## config.mk

```make
export PLATFORM = sky130hd
export DESIGN_NAME = msfr_core
export DESIGN_NICKNAME = d
export VERILOG_FILES = /design/src/logic/msfr_pkg.sv /design/src/logic/msfr_core.sv
export SDC_FILE = /design/constraint.sdc
export NUM_CORES = 1
export LEC_CHECK = 0
export BUFFER_PORTS_ARGS = -buffer_cell sky130_fd_sc_hd__buf_2
export CAP_MARGIN = 20
export CORE_MARGIN = 2
export CORE_UTILIZATION = 30
export CTS_CLUSTER_DIAMETER = 120
export DETAILED_ROUTE_END_ITERATION = 6
export GPL_TIMING_DRIVEN = 0
export PLACE_DENSITY = 0.59
export SLEW_MARGIN = 20
export SYNTH_ARGS = -nofsm -noshare
export SYNTH_HDL_FRONTEND = slang
export SYNTH_SLANG_ARGS = --single-unit
export TNS_END_PERCENT = 20
```

## constraint.sdc

```tcl
create_clock -name clk -period 3.8 [get_ports clk]
set_input_delay 0.57 -clock clk [delete_from_list [all_inputs] [get_ports clk]]
set_output_delay 0.57 -clock clk [all_outputs]
set_load 0.005 [all_outputs]
```

## src/logic/msfr_pkg.sv

```systemverilog
// constants, register map and carrier types for the multichip sync and
// frame reset block; shared by the design and the bench
package msfr_pkg;
  // register port widths
  localparam int ADDR_W = 8;
  localparam int DATA_W = 8;
  // register byte addresses
  localparam logic [ADDR_W-1:0] ADDR_CTRL = 8'h00;
  localparam logic [ADDR_W-1:0] ADDR_CMD = 8'h01;
  localparam logic [ADDR_W-1:0] ADDR_STATUS = 8'h02;
  localparam logic [ADDR_W-1:0] ADDR_IRQ_STAT = 8'h03;
  localparam logic [ADDR_W-1:0] ADDR_IRQ_MASK = 8'h04;
  // control field positions
  localparam int CTRL_SYNC_EN = 0;
  localparam int CTRL_EDGE_RISE = 1;
  localparam int CTRL_CONTINUOUS = 2;
  localparam int CTRL_BYTE_MODE = 3;
  localparam int CMD_FIFO_RST = 0;
  // event bit positions in mask and sticky registers; status holds only the first two
  localparam int EV_SYNC_DONE = 0;
  localparam int EV_LOCK_LOST = 1;
  localparam int EV_FIFO_RST = 2;
  localparam int EV_W = 3;
  // reset values
  localparam logic [DATA_W-1:0] CTRL_RESET = 8'h00;
  localparam logic [EV_W-1:0] MASK_RESET = 3'h0;
  // internal divider and fifo model
  localparam int PHASE_W = 6;
  localparam logic [PHASE_W-1:0] PHASE_ZERO = 6'h00;
  localparam logic [PHASE_W-1:0] PHASE_ONE = 6'h01;
  localparam logic [2:0] RD_SLOT = 3'h7;
  localparam int PTR_W = 4;
  localparam logic [PTR_W-1:0] PTR_ONE = 4'h1;
  localparam logic [PTR_W-1:0] FIFO_NOMINAL = 4'h4;
  // frame pulse must outlast these interface clock cycles
  localparam logic [1:0] FRAME_MIN_WORD = 2'h1;
  localparam logic [1:0] FRAME_MIN_BYTE = 2'h2;
  localparam logic [1:0] CNT_ONE = 2'h1;
  // worst-case alignment slack without the sync engine, in sample cycles
  localparam int MAX_SKEW_CYC = 2;

  // software controls
  typedef struct packed {
    logic byte_mode;
    logic continuous;
    logic edge_rise;
    logic sync_en;
  } msfr_ctrl_t;

  // status seen by software
  typedef struct packed {
    logic [PTR_W-1:0] fifo_level;
    logic lock_lost;
    logic sync_done;
  } msfr_stat_t;

  // sync sequencer states
  typedef enum logic [3:0] {
    S_IDLE = 4'b0001,
    S_ARM = 4'b0010,
    S_ALIGN = 4'b0100,
    S_LOCK = 4'b1000
  } msfr_state_t;
endpackage

```

## src/logic/msfr_core.sv

```systemverilog
// multichip sync and frame reset engine with register port and interrupt
// assumes one 10 MHz clock; interface clock, sync reference and frame all
// arrive asynchronously and are sampled here
//
// Summary of operation
// - with sync off, latency varies at most two sample cycles per power-up
// - synchronized means equal clock phase, fifo level and data alignment
// - interface clock edge aligns fifo level and internal phase
// - sub-cycle alignment needs sync engine, sync reference and frame
// - sample clock samples sync reference, giving the divider reset point
// - continuous mode resets fifo and sync engine on every frame
// - one-shot mode syncs on first valid frame then ignores later ones
// - software selects rising or falling capture edge; falling by default
// - with sync on, a frame pulse or frame clock resets the input fifo; with sync off only software does
`timescale 1ns/1ps
module msfr_core (
  // clock and reset
  input wire logic clk,
  input wire logic rst,
  // register port
  input wire logic [msfr_pkg::ADDR_W-1:0] reg_addr,
  input wire logic [msfr_pkg::DATA_W-1:0] reg_wdata,
  input wire logic reg_wr,
  input wire logic reg_rd,
  output logic [msfr_pkg::DATA_W-1:0] reg_rdata,
  // asynchronous link inputs
  input wire logic data_interface_clock,
  input wire logic sync_reference_clock,
  input wire logic frame_in,
  // results
  output logic fifo_rst_o,
  output logic [msfr_pkg::PHASE_W-1:0] clk_phase_o,
  output logic irq
);
  import msfr_pkg::*;

  // two-stage synchronisers; interface clock and sync reference add an edge-detect stage
  logic dci_s1_r, dci_s2_r, dci_s3_r;
  logic syn_s1_r, syn_s2_r, syn_s3_r;
  logic frm_s1_r, frm_s2_r;
  logic sync_rise_d_r;
  always_ff @(posedge clk) begin
    if (rst) begin
      dci_s1_r <= 1'b0;
      dci_s2_r <= 1'b0;
      dci_s3_r <= 1'b0;
      syn_s1_r <= 1'b0;
      syn_s2_r <= 1'b0;
      syn_s3_r <= 1'b0;
      frm_s1_r <= 1'b0;
      frm_s2_r <= 1'b0;
      sync_rise_d_r <= 1'b0;
    end else begin
      dci_s1_r <= data_interface_clock;
      dci_s2_r <= dci_s1_r;
      dci_s3_r <= dci_s2_r;
      syn_s1_r <= sync_reference_clock;
      syn_s2_r <= syn_s1_r;
      syn_s3_r <= syn_s2_r;
      frm_s1_r <= frame_in;
      frm_s2_r <= frm_s1_r;
      sync_rise_d_r <= syn_s2_r & ~syn_s3_r;
    end
  end

  // registers and state
  msfr_ctrl_t ctrl_r;
  logic [EV_W-1:0] mask_r, ev_stat_r;
  msfr_state_t state_r, state_nxt;
  logic [PHASE_W-1:0] phase_r;
  logic [PTR_W-1:0] wr_ptr_r, rd_ptr_r;
  logic [1:0] frm_cnt_r;
  logic sync_done_r, lock_lost_r, sw_align_r;
  logic [DATA_W-1:0] rdata_r;
  logic fifo_rst_r, irq_r;

  // edge and strobe decode
  wire dci_edge = dci_s2_r & ~dci_s3_r;
  wire sync_rise = syn_s2_r & ~syn_s3_r;
  // the falling-edge option captures half a sample period later, modelled
  // here as one cycle later since only one clock edge exists
  wire sync_hit = ctrl_r.edge_rise ? sync_rise : sync_rise_d_r;
  wire [1:0] frm_min = ctrl_r.byte_mode ? FRAME_MIN_BYTE : FRAME_MIN_WORD;
  // frame counts as valid once it outlasted the minimum width
  wire frame_valid = frm_s2_r & dci_edge & (frm_cnt_r == frm_min);
  wire wr_ctrl = reg_wr & (reg_addr == ADDR_CTRL);
  wire wr_mask = reg_wr & (reg_addr == ADDR_IRQ_MASK);
  wire sw_fifo_rst = reg_wr & (reg_addr == ADDR_CMD) &
                     reg_wdata[CMD_FIFO_RST];
  wire rd_stat = reg_rd & (reg_addr == ADDR_IRQ_STAT);

  // sequencer decode
  wire in_idle = (state_r == S_IDLE);
  wire in_arm = (state_r == S_ARM);
  wire in_align = (state_r == S_ALIGN);
  wire in_lock = (state_r == S_LOCK);
  // one-shot ignores frames once locked, continuous restarts on each
  wire frame_take = frame_valid &
                    (in_arm | (in_lock & ctrl_r.continuous));
  wire align_now = in_align & sync_hit;
  // at a matching sync hit the divider is about to wrap, so the phase it
  // takes next is zero; anything else means the ratio slipped
  wire [PHASE_W-1:0] phase_inc = phase_r + PHASE_ONE;
  wire lock_slip = in_lock & sync_hit & (phase_inc != PHASE_ZERO);
  wire fifo_rst_nxt = frame_take | sw_fifo_rst;
  wire [EV_W-1:0] ev_now = {fifo_rst_nxt, lock_slip, align_now};
  wire [PTR_W-1:0] level = wr_ptr_r - rd_ptr_r;
  msfr_stat_t stat;
  assign stat = '{fifo_level: level, lock_lost: lock_lost_r,
                  sync_done: sync_done_r};

  // next state of the sync sequencer
  always_comb begin
    state_nxt = state_r;
    case (state_r)
      S_IDLE: begin
        if (ctrl_r.sync_en) begin
          state_nxt = S_ARM;
        end
      end
      S_ARM: begin
        if (!ctrl_r.sync_en) begin
          state_nxt = S_IDLE;
        end else if (frame_take) begin
          state_nxt = S_ALIGN;
        end
      end
      S_ALIGN: begin
        if (!ctrl_r.sync_en) begin
          state_nxt = S_IDLE;
        end else if (align_now) begin
          state_nxt = S_LOCK;
        end
      end
      S_LOCK: begin
        if (!ctrl_r.sync_en) begin
          state_nxt = S_IDLE;
        end else if (frame_take) begin
          state_nxt = S_ALIGN;
        end
      end
      default: state_nxt = S_IDLE;
    endcase
  end

  always_ff @(posedge clk) begin
    if (rst) begin
      state_r <= S_IDLE;
    end else begin
      state_r <= state_nxt;
    end
  end

  // frame width counter, counts interface clock edges while frame is high
  always_ff @(posedge clk) begin
    if (rst || !frm_s2_r) begin
      frm_cnt_r <= 2'h0;
    end else if (dci_edge && frm_cnt_r != frm_min) begin
      frm_cnt_r <= frm_cnt_r + CNT_ONE;
    end
  end

  // internal divider phase: sync reference resets it when the engine runs,
  // otherwise the interface clock edge after a fifo reset does
  always_ff @(posedge clk) begin
    if (rst) begin
      phase_r <= PHASE_ZERO;
      sw_align_r <= 1'b0;
    end else begin
      if (align_now || (sw_align_r && dci_edge)) begin
        phase_r <= PHASE_ZERO;
      end else begin
        phase_r <= phase_inc;
      end
      if (sw_fifo_rst && in_idle) begin
        sw_align_r <= 1'b1;
      end else if (dci_edge) begin
        sw_align_r <= 1'b0;
      end
    end
  end

  // fifo level model: written per interface edge, read every eighth cycle;
  // reset puts the read pointer a fixed depth behind the write pointer
  always_ff @(posedge clk) begin
    if (rst) begin
      wr_ptr_r <= PTR_W'(0);
      rd_ptr_r <= PTR_W'(0) - FIFO_NOMINAL;
    end else begin
      if (dci_edge) begin
        wr_ptr_r <= wr_ptr_r + PTR_ONE;
      end
      if (fifo_rst_nxt) begin
        rd_ptr_r <= wr_ptr_r - FIFO_NOMINAL;
      end else if (phase_r[2:0] == RD_SLOT) begin
        rd_ptr_r <= rd_ptr_r + PTR_ONE;
      end
    end
  end

  // sync status; lock loss stays until the next alignment
  always_ff @(posedge clk) begin
    if (rst) begin
      sync_done_r <= 1'b0;
      lock_lost_r <= 1'b0;
    end else if (align_now) begin
      sync_done_r <= 1'b1;
      lock_lost_r <= 1'b0;
    end else begin
      if (frame_take || !ctrl_r.sync_en) begin
        sync_done_r <= 1'b0;
      end
      if (lock_slip) begin
        lock_lost_r <= 1'b1;
      end
    end
  end

  // software registers
  always_ff @(posedge clk) begin
    if (rst) begin
      ctrl_r <= msfr_ctrl_t'(CTRL_RESET[3:0]);
      mask_r <= MASK_RESET;
    end else begin
      if (wr_ctrl) begin
        ctrl_r <= msfr_ctrl_t'(reg_wdata[3:0]);
      end
      if (wr_mask) begin
        mask_r <= reg_wdata[EV_W-1:0];
      end
    end
  end

  // sticky events: a read clears, but a new event in that cycle still sets
  always_ff @(posedge clk) begin
    if (rst) begin
      ev_stat_r <= '0;
    end else if (rd_stat) begin
      ev_stat_r <= ev_now;
    end else begin
      ev_stat_r <= ev_stat_r | ev_now;
    end
  end

  // read data mux, valid the cycle after the read strobe
  logic [DATA_W-1:0] rd_mux;
  always_comb begin
    rd_mux = '0;
    if (reg_addr == ADDR_CTRL) begin
      rd_mux = {4'h0, ctrl_r};
    end else if (reg_addr == ADDR_STATUS) begin
      rd_mux = {2'h0, stat};
    end else if (reg_addr == ADDR_IRQ_STAT) begin
      rd_mux = {5'h00, ev_stat_r};
    end else if (reg_addr == ADDR_IRQ_MASK) begin
      rd_mux = {5'h00, mask_r};
    end
  end

  // registered outputs
  always_ff @(posedge clk) begin
    if (rst) begin
      rdata_r <= '0;
      fifo_rst_r <= 1'b0;
      irq_r <= 1'b0;
    end else begin
      rdata_r <= reg_rd ? rd_mux : '0;
      fifo_rst_r <= fifo_rst_nxt;
      irq_r <= |(ev_stat_r & mask_r);
    end
  end

  assign reg_rdata = rdata_r;
  assign fifo_rst_o = fifo_rst_r;
  assign clk_phase_o = phase_r;
  assign irq = irq_r;
endmodule

```

==> flow_summary.yaml, run 1 <==
timing:
  hold_viol: 0
  grt_setup_unrepaired: "false"
  tns_ns: 0
  fin_crit_sh_pct: 48.7
  skew_ns: 0.0109
  setup_ws_ns: 1.95
  max_freq_mhz: 541
  slew_headroom_pct: 58.0
  worst_slew_pin_slew_ns: 0.621
  finalSetupViolCount: 0
  final-max-slew-violation-count: 0
  min_period_ns: 1.85
critical_path:
  critPathLaunch: "clk_phase_o[0]$_SDFF_PP0_"
  cpMostUsedCell: "ha_1"
  path_cells: "ha_1 > ha_1 > nand4_1 > xnor2_1 > a2111oi_1 > a31oi_1"
  max_stage_delay_ns: 0.44
  required_ns: 3.97
  reg2reg_depth: 6
  critical_path_class: "register to register"
  cp-start-kind: "register"
  cp-end-kind: "register"
  crit_path_max_fanout: 5
  cp_slowest_cell: "a2111oi_1"
  critical_path_arrival_ns: 2.02
  rr_endpoint: "rd_ptr_r[3]$_SDFFE_PP1P_"
  crit_path_end: "rd_ptr_r[3]$_SDFFE_PP1P_"
  regToRegStartpoint: "clk_phase_o[0]$_SDFF_PP0_"
  reg2reg_slack_ns: 1.95
power:
  peakVddDrop_v: 0.000143
  powerDensity_mw_per_mm2: 355
  leakage_nw: 1.11
  total_power_uw: 965
final_layout:
  multi_input_area_mm2: 0.00123
  num-fill-cells: 812
  areaGrowthSynthToFinish_pct: 16.7
  stdcell_count: 395
  fin_nets: 323
  regArea_mm2: 0.00100
  antennaDiodeCount: 0
  drive_gt1_share_pct: 18.8
cts:
  clock_path_buffers: 2
  htreeDepth: 2
  cts_setup_buffers: 0
  cts_tree: "done"
  cts_buffers: 5
  ctsHoldBuffers: 0
  path_clk_slew_ns: 0.09
  clock-sinks: 50
  clock_latency_ns: 0.31
  post_cts_resize_count: 0
  cts-root-buf: "clkbuf_8"
place:
  finalWeightedCongestion: 0.863
  preCtsSetupSlack_ns: 1.81
  io_buffers: 30
  dpl.cell_count: 387
  dp_hpwl_um: 3660
route:
  drtIter0Drc: 91
  vias: 1869
  drt-total-wl_um: 4850
  dr.pass1.iters: 6
  wire_per_inst_um: 12.3
  dr_wl_met2_um: 2110
  m1WireLength_um: 2290
  drc: 0
  antenna_left: 0
  routed.top_layer: "met4"
  viasPerCell: 4.73
  route.met3.wl_um: 317
global_route:
  grt_overflow: 0
  grt_pass1_wl_um: 8270
  grtUsageTotal_pct: 12.2
  grt_max_degree: 16
  antenna_found_initial: 0
  grt_pass1_vias: 1756
synthesis:
  ys_warn_count: 0
  ys_seq_area_share_pct: 42.9
  synth_seq_cells: 50
  async_flop_share_pct: 0
  synth_edf_count: 0
  postSynthAreaPerCell_um2: 9.18
  synth_flop_cell: "dfxtp_1"
  netlist_area_mm2: 0.00233
  postSynthCellCount: 254
  ys_types: 53
flow_run:
  maxCapViolations: 0
hold_path:
  worstHoldPathCells: 1
  hold_class: "register to register"
floorplan:
  core_mm2: 0.00761
  start_util_pct: 30.6
  num_rows: 32
  die_area_mm2: 0.00849
  dieWidth_um: 92.1
  die_y_um: 92.1
  pin_count: 39
outcome:
  status: "finished, final reports clean"
[worst max-delay path, delay by kind of cell, from the launching register on]
kind / cells / cell delay (ns)
adders and majority gates: 2 / 0.51
and+or+nand+nor: 1 / 0.14
DFF: 1 / 0.40
AOI/OAI and AO/OA: 2 / 0.52
xor gates and xnor gates: 1 / 0.15
[cells in the final DEF (no fill, tap or decap), types with 3 or more instances in the layout]
cell | Yosys | final
ha_1 | 7 | 7
o21ai_0 | 5 | 5
nand4_1 | 4 | 4
buf_2 | 1 | 31
nand3_1 | 14 | 14
a22oi_1 | 3 | 3
mux2i_1 | 8 | 8
clkbuf_8 | 0 | 5
inv_1 | 8 | 8
nor2b_1 | 19 | 19
dfxtp_1 | 50 | 50
and3_1 | 4 | 4
a21oi_1 | 13 | 13
clkbuf_1 | 5 | 5
nor2_1 | 23 | 23
o21ai_1 | 10 | 10
xnor2_1 | 5 | 5
a211oi_1 | 3 | 3
nand2_1 | 20 | 20
xor2_1 | 6 | 6
buf_4 | 3 | 3
[report_power, final]
part | switching, mW | internal (mW) | leakage (nW)
Clock | 0.177 | 0.194 | 0.0579
Combinational | 0.0325 | 0.0246 | 0.642
Sequential | 0.00595 | 0.531 | 0.405
[area by class of cell]
cell class | count | share of cell area (%)
clock buffer | 5 | 2.53
tap | 102 | 4.69
sequential | 50 | 36.8
inverter | 9 | 1.24
timing repair buffer | 30 | 5.52
buffer | 11 | 2.53
clock inverter | 3 | 1.47
multi-input combinational | 185 | 45.2
[per-stage QoR]
step / area, um2 / utilization (%) / hold slack [ns]
6_report: 2720 / 35.8 / 0.414
5_1_grt: 2720 / 35.8 / 0.449
4_1_cts: 2720 / 35.8 / 0.416
3_5_place_dp: 2610 / 34.3 / 0.403
3_3_place_gp: 2610 / 34.3 / 0.392
2_1_floorplan: 2330 / - / 0.384
[sequential cells by signal (all words and copies together) (netlist names), 2 cells and up]
register / cells
clk_phase_o: 6
ctrl_r: 4
ev_stat_r: 3
frm_cnt_r: 2
mask_r: 3
rd_ptr_r: 4
reg_rdata: 6
state_r: 4
wr_ptr_r: 4
[layer usage]
| layer | vias to the layer above | track usage [%] |
|---|---|---|
| met3 | 10 | 2.79 |
| met4 | 0 | 5.22 |
| met5 | - | 0 |
| met2 | 52 | 19.2 |
| met1 | 842 | 15.9 |
| li1 | 965 | - |
[cells by family (layout without fill, tap and decap cells)]
family / Yosys count / in the layout / synth area share [%]
adder cells (fa/ha/maj): 8 / 8 / 4.62
AND/OR/NAND/NOR: 105 / 105 / 25.5
buffers and inverters: 20 / 58 / 4.40
other: 1 / 2 / 0.161
XOR/XNOR: 11 / 11 / 4.13
flip-flops: 50 / 50 / 42.9
AO/OA/AOI/OAI: 51 / 51 / 14.8
multiplexers: 8 / 8 / 3.44
[worst min path at each step]
stage                                    from                        to  slack [ns]
final                     syn_s3_r$_SDFF_PP0_  sync_rise_d_r$_SDFF_PP0_        0.41
after global routing      syn_s3_r$_SDFF_PP0_  sync_rise_d_r$_SDFF_PP0_        0.45
after CTS                 syn_s3_r$_SDFF_PP0_  sync_rise_d_r$_SDFF_PP0_        0.42
after detailed placement  syn_s3_r$_SDFF_PP0_  sync_rise_d_r$_SDFF_PP0_        0.40
after global placement    syn_s3_r$_SDFF_PP0_  sync_rise_d_r$_SDFF_PP0_        0.39
after floorplan           syn_s3_r$_SDFF_PP0_  sync_rise_d_r$_SDFF_PP0_        0.38
[synthesized netlist by cell type (3+ instances only)]
master	number	area share, %
inv_1	8	1.3
dfxtp_1	50	43
ha_1	7	3.8
xnor2_1	5	1.9
buf_4	3	0.97
a21oi_1	13	2.8
xor2_1	6	2.3
and3_1	4	1.1
nand4_1	4	1.1
nand2_1	20	3.2
a211oi_1	3	0.97
a22oi_1	3	0.97
clkbuf_1	5	0.81
nand3_1	14	3.0
o21ai_0	5	1.1
mux2i_1	8	3.4
o21ai_1	10	2.1
nor2_1	23	3.7
nor2b_1	19	5.1
Note: power is estimated with default switching activity, not from simulation.
==> inputs of run 2 (changes only) <==
--- a/config.mk
+++ b/config.mk
@@ -5,6 +5,7 @@
 export SDC_FILE = /design/constraint.sdc
 export NUM_CORES = 1
 export LEC_CHECK = 0
+export ABC_AREA = 1
 export BUFFER_PORTS_ARGS = -buffer_cell sky130_fd_sc_hd__buf_2
 export CAP_MARGIN = 20
 export CORE_MARGIN = 2
@@ -12,7 +13,7 @@
 export CTS_CLUSTER_DIAMETER = 120
 export DETAILED_ROUTE_END_ITERATION = 6
 export GPL_TIMING_DRIVEN = 0
-export PLACE_DENSITY = 0.59
+export PLACE_DENSITY = 0.61
 export SLEW_MARGIN = 20
 export SYNTH_ARGS = -nofsm -noshare
 export SYNTH_HDL_FRONTEND = slang
==> constraint.sdc (replaced) <==
create_clock -name clk -period 1.6 [get_ports clk]
set_input_delay 0.24 -clock clk [delete_from_list [all_inputs] [get_ports clk]]
set_output_delay 0.24 -clock clk [all_outputs]
set_load 0.005 [all_outputs]
==> run 2 against run 1 <==
  * Final area is 2.3% higher
  * Largest cell class unchanged
  * Count of clock-buffer cells in the layout is 1 higher
  * Non-clock buffer count is 4 lower
  * Maximum frequency is 28% higher
  * Global-route usage is 0.15 points lower
  * Sequential power is 140% higher
  * Critical path depth is 2 higher
  * Sequential share of layout area is 0.74 points lower
  * Final cell count is 15% higher
  * Critical endpoint is now ev_stat_r[1]$_SDFF_PP0_
  * Synthesized area is 0.48% higher
==> flow_summary.yaml, run 2 <==
outcome:
  status: "finished, final reports clean"
critical_path:
  regToRegStartpoint: "clk_phase_o[0]$_SDFF_PP0_"
  critical_path_arrival_ns: 1.62
  max_stage_delay_ns: 0.35
  reg2reg_slack_ns: 0.15
  cp-start-kind: "register"
  crit_path_max_fanout: 5
  critPathLaunch: "clk_phase_o[0]$_SDFF_PP0_"
  required_ns: 1.77
  reg2reg_depth: 8
  crit_buf_inv: 1
  critical_path_class: "register to register"
  path_cells: "ha_2 > ha_1 > inv_1 > nand2_1 > nor2_1 > nand3_1 > nand2_2 > a21oi_1"
  cp_slowest_cell: "dfxtp_2"
  cp-end-kind: "register"
  crit_family: "adder cells"
  rr_endpoint: "ev_stat_r[1]$_SDFF_PP0_"
floorplan:
  pin_count: 39
  core_mm2: 0.00765
  die_y_um: 92.4
  start_util_pct: 30.6
  num_rows: 32
  die_area_mm2: 0.00853
  dieWidth_um: 92.4
route:
  drc: 0
  antenna_left: 0
  vias: 1995
  wire_per_inst_um: 10.4
  drt-total-wl_um: 4740
  viasPerCell: 4.38
  drtIter0Drc: 85
  dr.pass1.iters: 4
final_layout:
  fin_nets: 384
  multi_input_area_mm2: 0.00116
  regArea_mm2: 0.00100
  drive_gt1_share_pct: 20.3
  num-fill-cells: 779
  final_common_cell: "nand2_1"
  final_cell_mix: "nand2_1, nor2_1, dfxtp_1"
  antennaDiodeCount: 0
  areaGrowthSynthToFinish_pct: 18.9
  post-route-util_pct: 36.4
timing:
  final-max-slew-violation-count: 0
  tns_ns: 0
  skew_ns: 0.00411
  slew_headroom_pct: 64.2
  finalSetupViolCount: 0
  hold_viol: 0
  max_freq_mhz: 690
  hold_ws_ns: 0.129
  grt_setup_unrepaired: "false"
  fin_crit_sh_pct: 90.5
  min_period_ns: 1.45
  worst_slew_pin_slew_ns: 0.537
synthesis:
  synthMuxAreaShare_pct: 0
  synth_top_area_share_pct: 42.7
  netlist_area_mm2: 0.00234
  synth_top_area_cell: "dfxtp_1"
  postSynthCellCount: 313
  synth_most_common_cell: "nand2_1"
  synth_compound_area_share_pct: 9.94
  synth_top_family_by_area: "simple AND/OR/NAND/NOR gates"
  synthSimpleGateAreaFrac_pct: 31.4
  yosys-top-cells-count: "nand2_1, dfxtp_1, nor2_1"
  postSynthAreaPerCell_um2: 7.48
  ys_warn_count: 0
  ys_seq_area_share_pct: 42.7
  synthXorXnorAreaFrac_pct: 2.99
  synth_flop_cell: "dfxtp_1"
  ys_top_cells_by_area: "dfxtp_1, nand2_1, nor2_1"
  ys_types: 35
  synthAdderAreaFrac_pct: 4.59
  synth_seq_cells: 50
  async_flop_share_pct: 0
  synth_edf_count: 0
global_route:
  grt_use_met3_pct: 3.01
  grt_overflow: 0
  grt_pass1_vias: 1889
  grt_pass1_wl_um: 8180
  grtUsageMet1_pct: 14.7
  grt_max_degree: 16
  grtUsageTotal_pct: 12.0
  grt-busiest-layer: "met2"
  met2_usage_pct: 20.5
  antenna_found_initial: 0
cts:
  cts_tree: "done"
  post_cts_resize_count: 0
  clock_path_buffers: 2
  cts-root-buf: "clkbuf_8"
  ctsHoldBuffers: 0
  clock-sinks: 50
  cts_buffers: 5
  htreeDepth: 2
  path_clk_slew_ns: 0.09
  cts_setup_buffers: 0
  clock_latency_ns: 0.30
hold_path:
  hold_start: "sync_reference_clock"
  hold_class: "primary input to register"
  min_to: "syn_s1_r$_SDFF_PP0_"
  worstHoldPathCells: 3
flow_run:
  maxCapViolations: 0
power:
  leakage_nw: 1.24
  powerDensity_mw_per_mm2: 953
  total_power_mw: 2.65
  peakVddDrop_v: 0.000356
place:
  dp_hpwl_um: 3640
  finalWeightedCongestion: 0.794
  io_buffers: 32
## run 2: how the worst max path moves through the flow
| stage | to | slack (ns) | cells after the start |
|---|---|---|---|
| 2_1_floorplan | ev_stat_r[1]$_SDFF_PP0_ | 0.26 | 8 |
| 3_3_place_gp | ev_stat_r[1]$_SDFF_PP0_ | 0.11 | 8 |
| 3_5_place_dp | ev_stat_r[1]$_SDFF_PP0_ | 0.07 | 8 |
| 4_1_cts | ev_stat_r[1]$_SDFF_PP0_ | 0.06 | 8 |
| 5_1_grt | ev_stat_r[1]$_SDFF_PP0_ | 0.009 | 8 |
| 6_report | ev_stat_r[1]$_SDFF_PP0_ | 0.15 | 8 |
## run 2: tightest hold or removal path, stage by stage
cell	delay (ns)
buf_2	0.07
inv_1	0.03
nor2_1	0.06
## run 2: cells by family after synthesis
kind of cell / count (synthesis)
AO/OA/AOI/OAI: 40
XOR/XNOR: 8
adder cells (fa/ha/maj): 8
buffers and inverters: 49
flip-flops: 50
other: 1
AND/OR/NAND/NOR: 157
## run 2: metrics by stage
step / std cells / setup slack [ns] / cell area (um2)
after global routing: 456 / 0.00882 / 2780
after global placement: 448 / 0.105 / 2630
after floorplan: 314 / 0.258 / 2350
after detailed placement: 448 / 0.0745 / 2630
after CTS: 456 / 0.0628 / 2780
final: 456 / 0.152 / 2780
## run 2: cell type report
cell class | instances | share of cell area [%]
flip-flops and latches | 50 | 36.0
clock buffers | 6 | 2.97
multi-input cells | 215 | 41.6
clock inverters | 2 | 2.16
repair buffers | 32 | 5.75
inverters | 44 | 5.93
well taps | 102 | 4.58
plain buffers | 5 | 0.989
## run 2: layer usage
metal / up-vias / part of all wire, %
li1: 1066 / -
met1: 884 / 48
met2: 40 / 47
met3: 5 / 4.2
met4: 0 / 1.4
met5: - / 0
## run 2: power breakdown
group	switching (mW)	leakage, nW	total, mW	internal, mW
sequential	0.0343	0.406	1.31	1.28
combinational	0.152	0.759	0.245	0.0935
clock	0.427	0.0714	1.09	0.667
==> inputs of run 3 (changes only) <==
--- a/config.mk
+++ b/config.mk
@@ -8,6 +8,7 @@
 export ABC_AREA = 1
 export BUFFER_PORTS_ARGS = -buffer_cell sky130_fd_sc_hd__buf_2
 export CAP_MARGIN = 20
+export CORE_ASPECT_RATIO = 1.1
 export CORE_MARGIN = 2
 export CORE_UTILIZATION = 30
 export CTS_CLUSTER_DIAMETER = 120
==> run 3 against run 2 <==
  * Setup slack worse by 0.035 ns
  * Non-clock buffer count did not move
  * Power decreased by 7.6%
  * Wire length fell by 1.6%
  * Maximum frequency fell by 2.4%
  * Clock power decreased by 18%
  * Worst hold slack better by 0.0040 ns
  * Final area shrank 1.1%
  * Critical path depth is the same
  * Via count is 0.70% higher
==> flow_summary.yaml, run 3 (synthesis gave the netlist of run 2 again) <==
outcome:
  status: "finished, final reports clean"
power:
  leakage_nw: 1.22
  powerDensity_mw_per_mm2: 890
  peakVddDrop_v: 0.000319
route:
  drt-total-wl_um: 4670
  drtIter0Drc: 85
  antenna_left: 0
  vias: 2009
  dr.pass1.iters: 4
  wire_per_inst_um: 10.2
  drc: 0
  viasPerCell: 4.38
critical_path:
  cp-end-kind: "register"
  max_stage_delay_ns: 0.35
  crit_family: "adder cells"
  cp_slowest_cell: "dfxtp_2"
  critPathLaunch: "clk_phase_o[0]$_SDFF_PP0_"
  crit_buf_inv: 1
  critical_path_class: "register to register"
  path_cells: "ha_1 > ha_1 > inv_1 > nand2_1 > nor2_1 > nand3_1 > nand2_1 > a21oi_1"
  path_depth: 8
  crit_path_max_fanout: 5
  cp-start-kind: "register"
  reg2reg_depth: 8
  critical_path_arrival_ns: 1.66
  required_ns: 1.78
  regToRegStartpoint: "clk_phase_o[0]$_SDFF_PP0_"
cts:
  path_clk_slew_ns: 0.09
  cts-root-buf: "clkbuf_8"
  ctsHoldBuffers: 0
  clock_latency_ns: 0.30
  cts_tree: "done"
  cts_buffers: 5
  cts_setup_buffers: 0
  htreeDepth: 2
  clock_path_buffers: 2
  clock-sinks: 50
final_layout:
  post-route-util_pct: 36.6
  final_common_cell: "nand2_1"
  fin_nets: 384
  areaGrowthSynthToFinish_pct: 17.6
  final_cell_mix: "nand2_1, nor2_1, dfxtp_1"
  antennaDiodeCount: 0
  post-route-cell-area_mm2: 0.00275
  drive_gt1_share_pct: 19.8
global_route:
  grt_max_degree: 17
  grtUsageTotal_pct: 12.0
  grt_pass1_vias: 1897
  grt_overflow: 0
  antenna_found_initial: 0
  grt_pass1_wl_um: 8270
timing:
  skew_ns: 0.00700
  worst_slew_pin_slew_ns: 0.540
  finalSetupViolCount: 0
  slew_headroom_pct: 64.0
  fin_crit_sh_pct: 92.7
  tns_ns: 0
  hold_viol: 0
  final-max-slew-violation-count: 0
  min_period_ns: 1.48
  max_freq_mhz: 674
  grt_setup_unrepaired: "false"
place:
  dp_hpwl_um: 3650
  finalWeightedCongestion: 0.788
  io_buffers: 32
  place_area_mm2: 0.00264
floorplan:
  num_rows: 33
  dieWidth_um: 88.2
  core_mm2: 0.00751
  die_area_mm2: 0.00853
  die_y_um: 96.7
  start_util_pct: 31.2
  pin_count: 39
hold_path:
  worstHoldPathCells: 3
  hold_class: "primary input to register"
  hold_start: "data_interface_clock"
flow_run:
  maxCapViolations: 0
run 3: cell types whose count changed in the layout (fill, tap and decap cells not counted):
cell and change:
ha_1 +1, nand2_1 +1, clkbuf_8 -1, nand2_2 -1, ha_2 -1, bufinv_16 -1
clkinvlp_4 +2
run 3: path summary, 6_finish.rpt:
path | endpoint | slack, ns
max | ev_stat_r[1]$_SDFF_PP0_ | 0.12
min | dci_s1_r$_SDFF_PP0_ | 0.13
max reg2reg | ev_stat_r[1]$_SDFF_PP0_ | 0.12
min reg2reg | frm_s2_r$_SDFF_PP0_ | 0.41
run 3: per-stage QoR:
| step | worst slack (ns) | total power [mW] | instances | hold slack, ns |
|---|---|---|---|---|
| finish | 0.117 | 2.45 | 459 | 0.133 |
| global route | 0.00567 | 2.57 | 459 | 0.136 |
| CTS | 0.0876 | 2.49 | 459 | 0.126 |
| detailed placement | 0.0946 | 1.59 | 451 | 0.394 |
| global placement | 0.112 | 1.58 | 451 | 0.389 |
| floorplan | 0.258 | 1.51 | 314 | 0.319 |
run 3: timing repair:
item,CTS,global route
hold endpoints to repair,0,0
gates resized for setup,0,2
endpoints found under the setup margin,0,1
run 3: tightest hold or removal path, delay by kind of cell:
kind                   cells  cell delay, ns
and+or+nand+nor            1            0.03
buffers and inverters      2            0.13
run 3: power by group:
group / internal, mW / switching, mW / leakage [nW] / total, mW
clock: 0.465 / 0.424 / 0.0504 / 0.889
sequential: 1.28 / 0.0339 / 0.406 / 1.31
combinational: 0.0933 / 0.154 / 0.761 / 0.248
run 3: layer usage:
layer	wire length [um]	share of wire, %	vias to the layer above	track usage (%)
met5	0	0	-	0
met4	81	1.7	0	4.08
met3	192	4.1	7	3.07
met2	2290	49	35	19.5
met1	2100	45	897	15.3
li1	-	-	1070	-
run 3: area by class of cell:
class / count / area [um2]
sequential: 50 / 1000
fill: 812 / 4760
tap: 105 / 131
clock buffer: 5 / 68.8
buffer: 5 / 27.5
timing repair buffer: 32 / 160
clock inverter: 3 / 45.0
inverter: 44 / 165
multi-input combinational: 215 / 1150
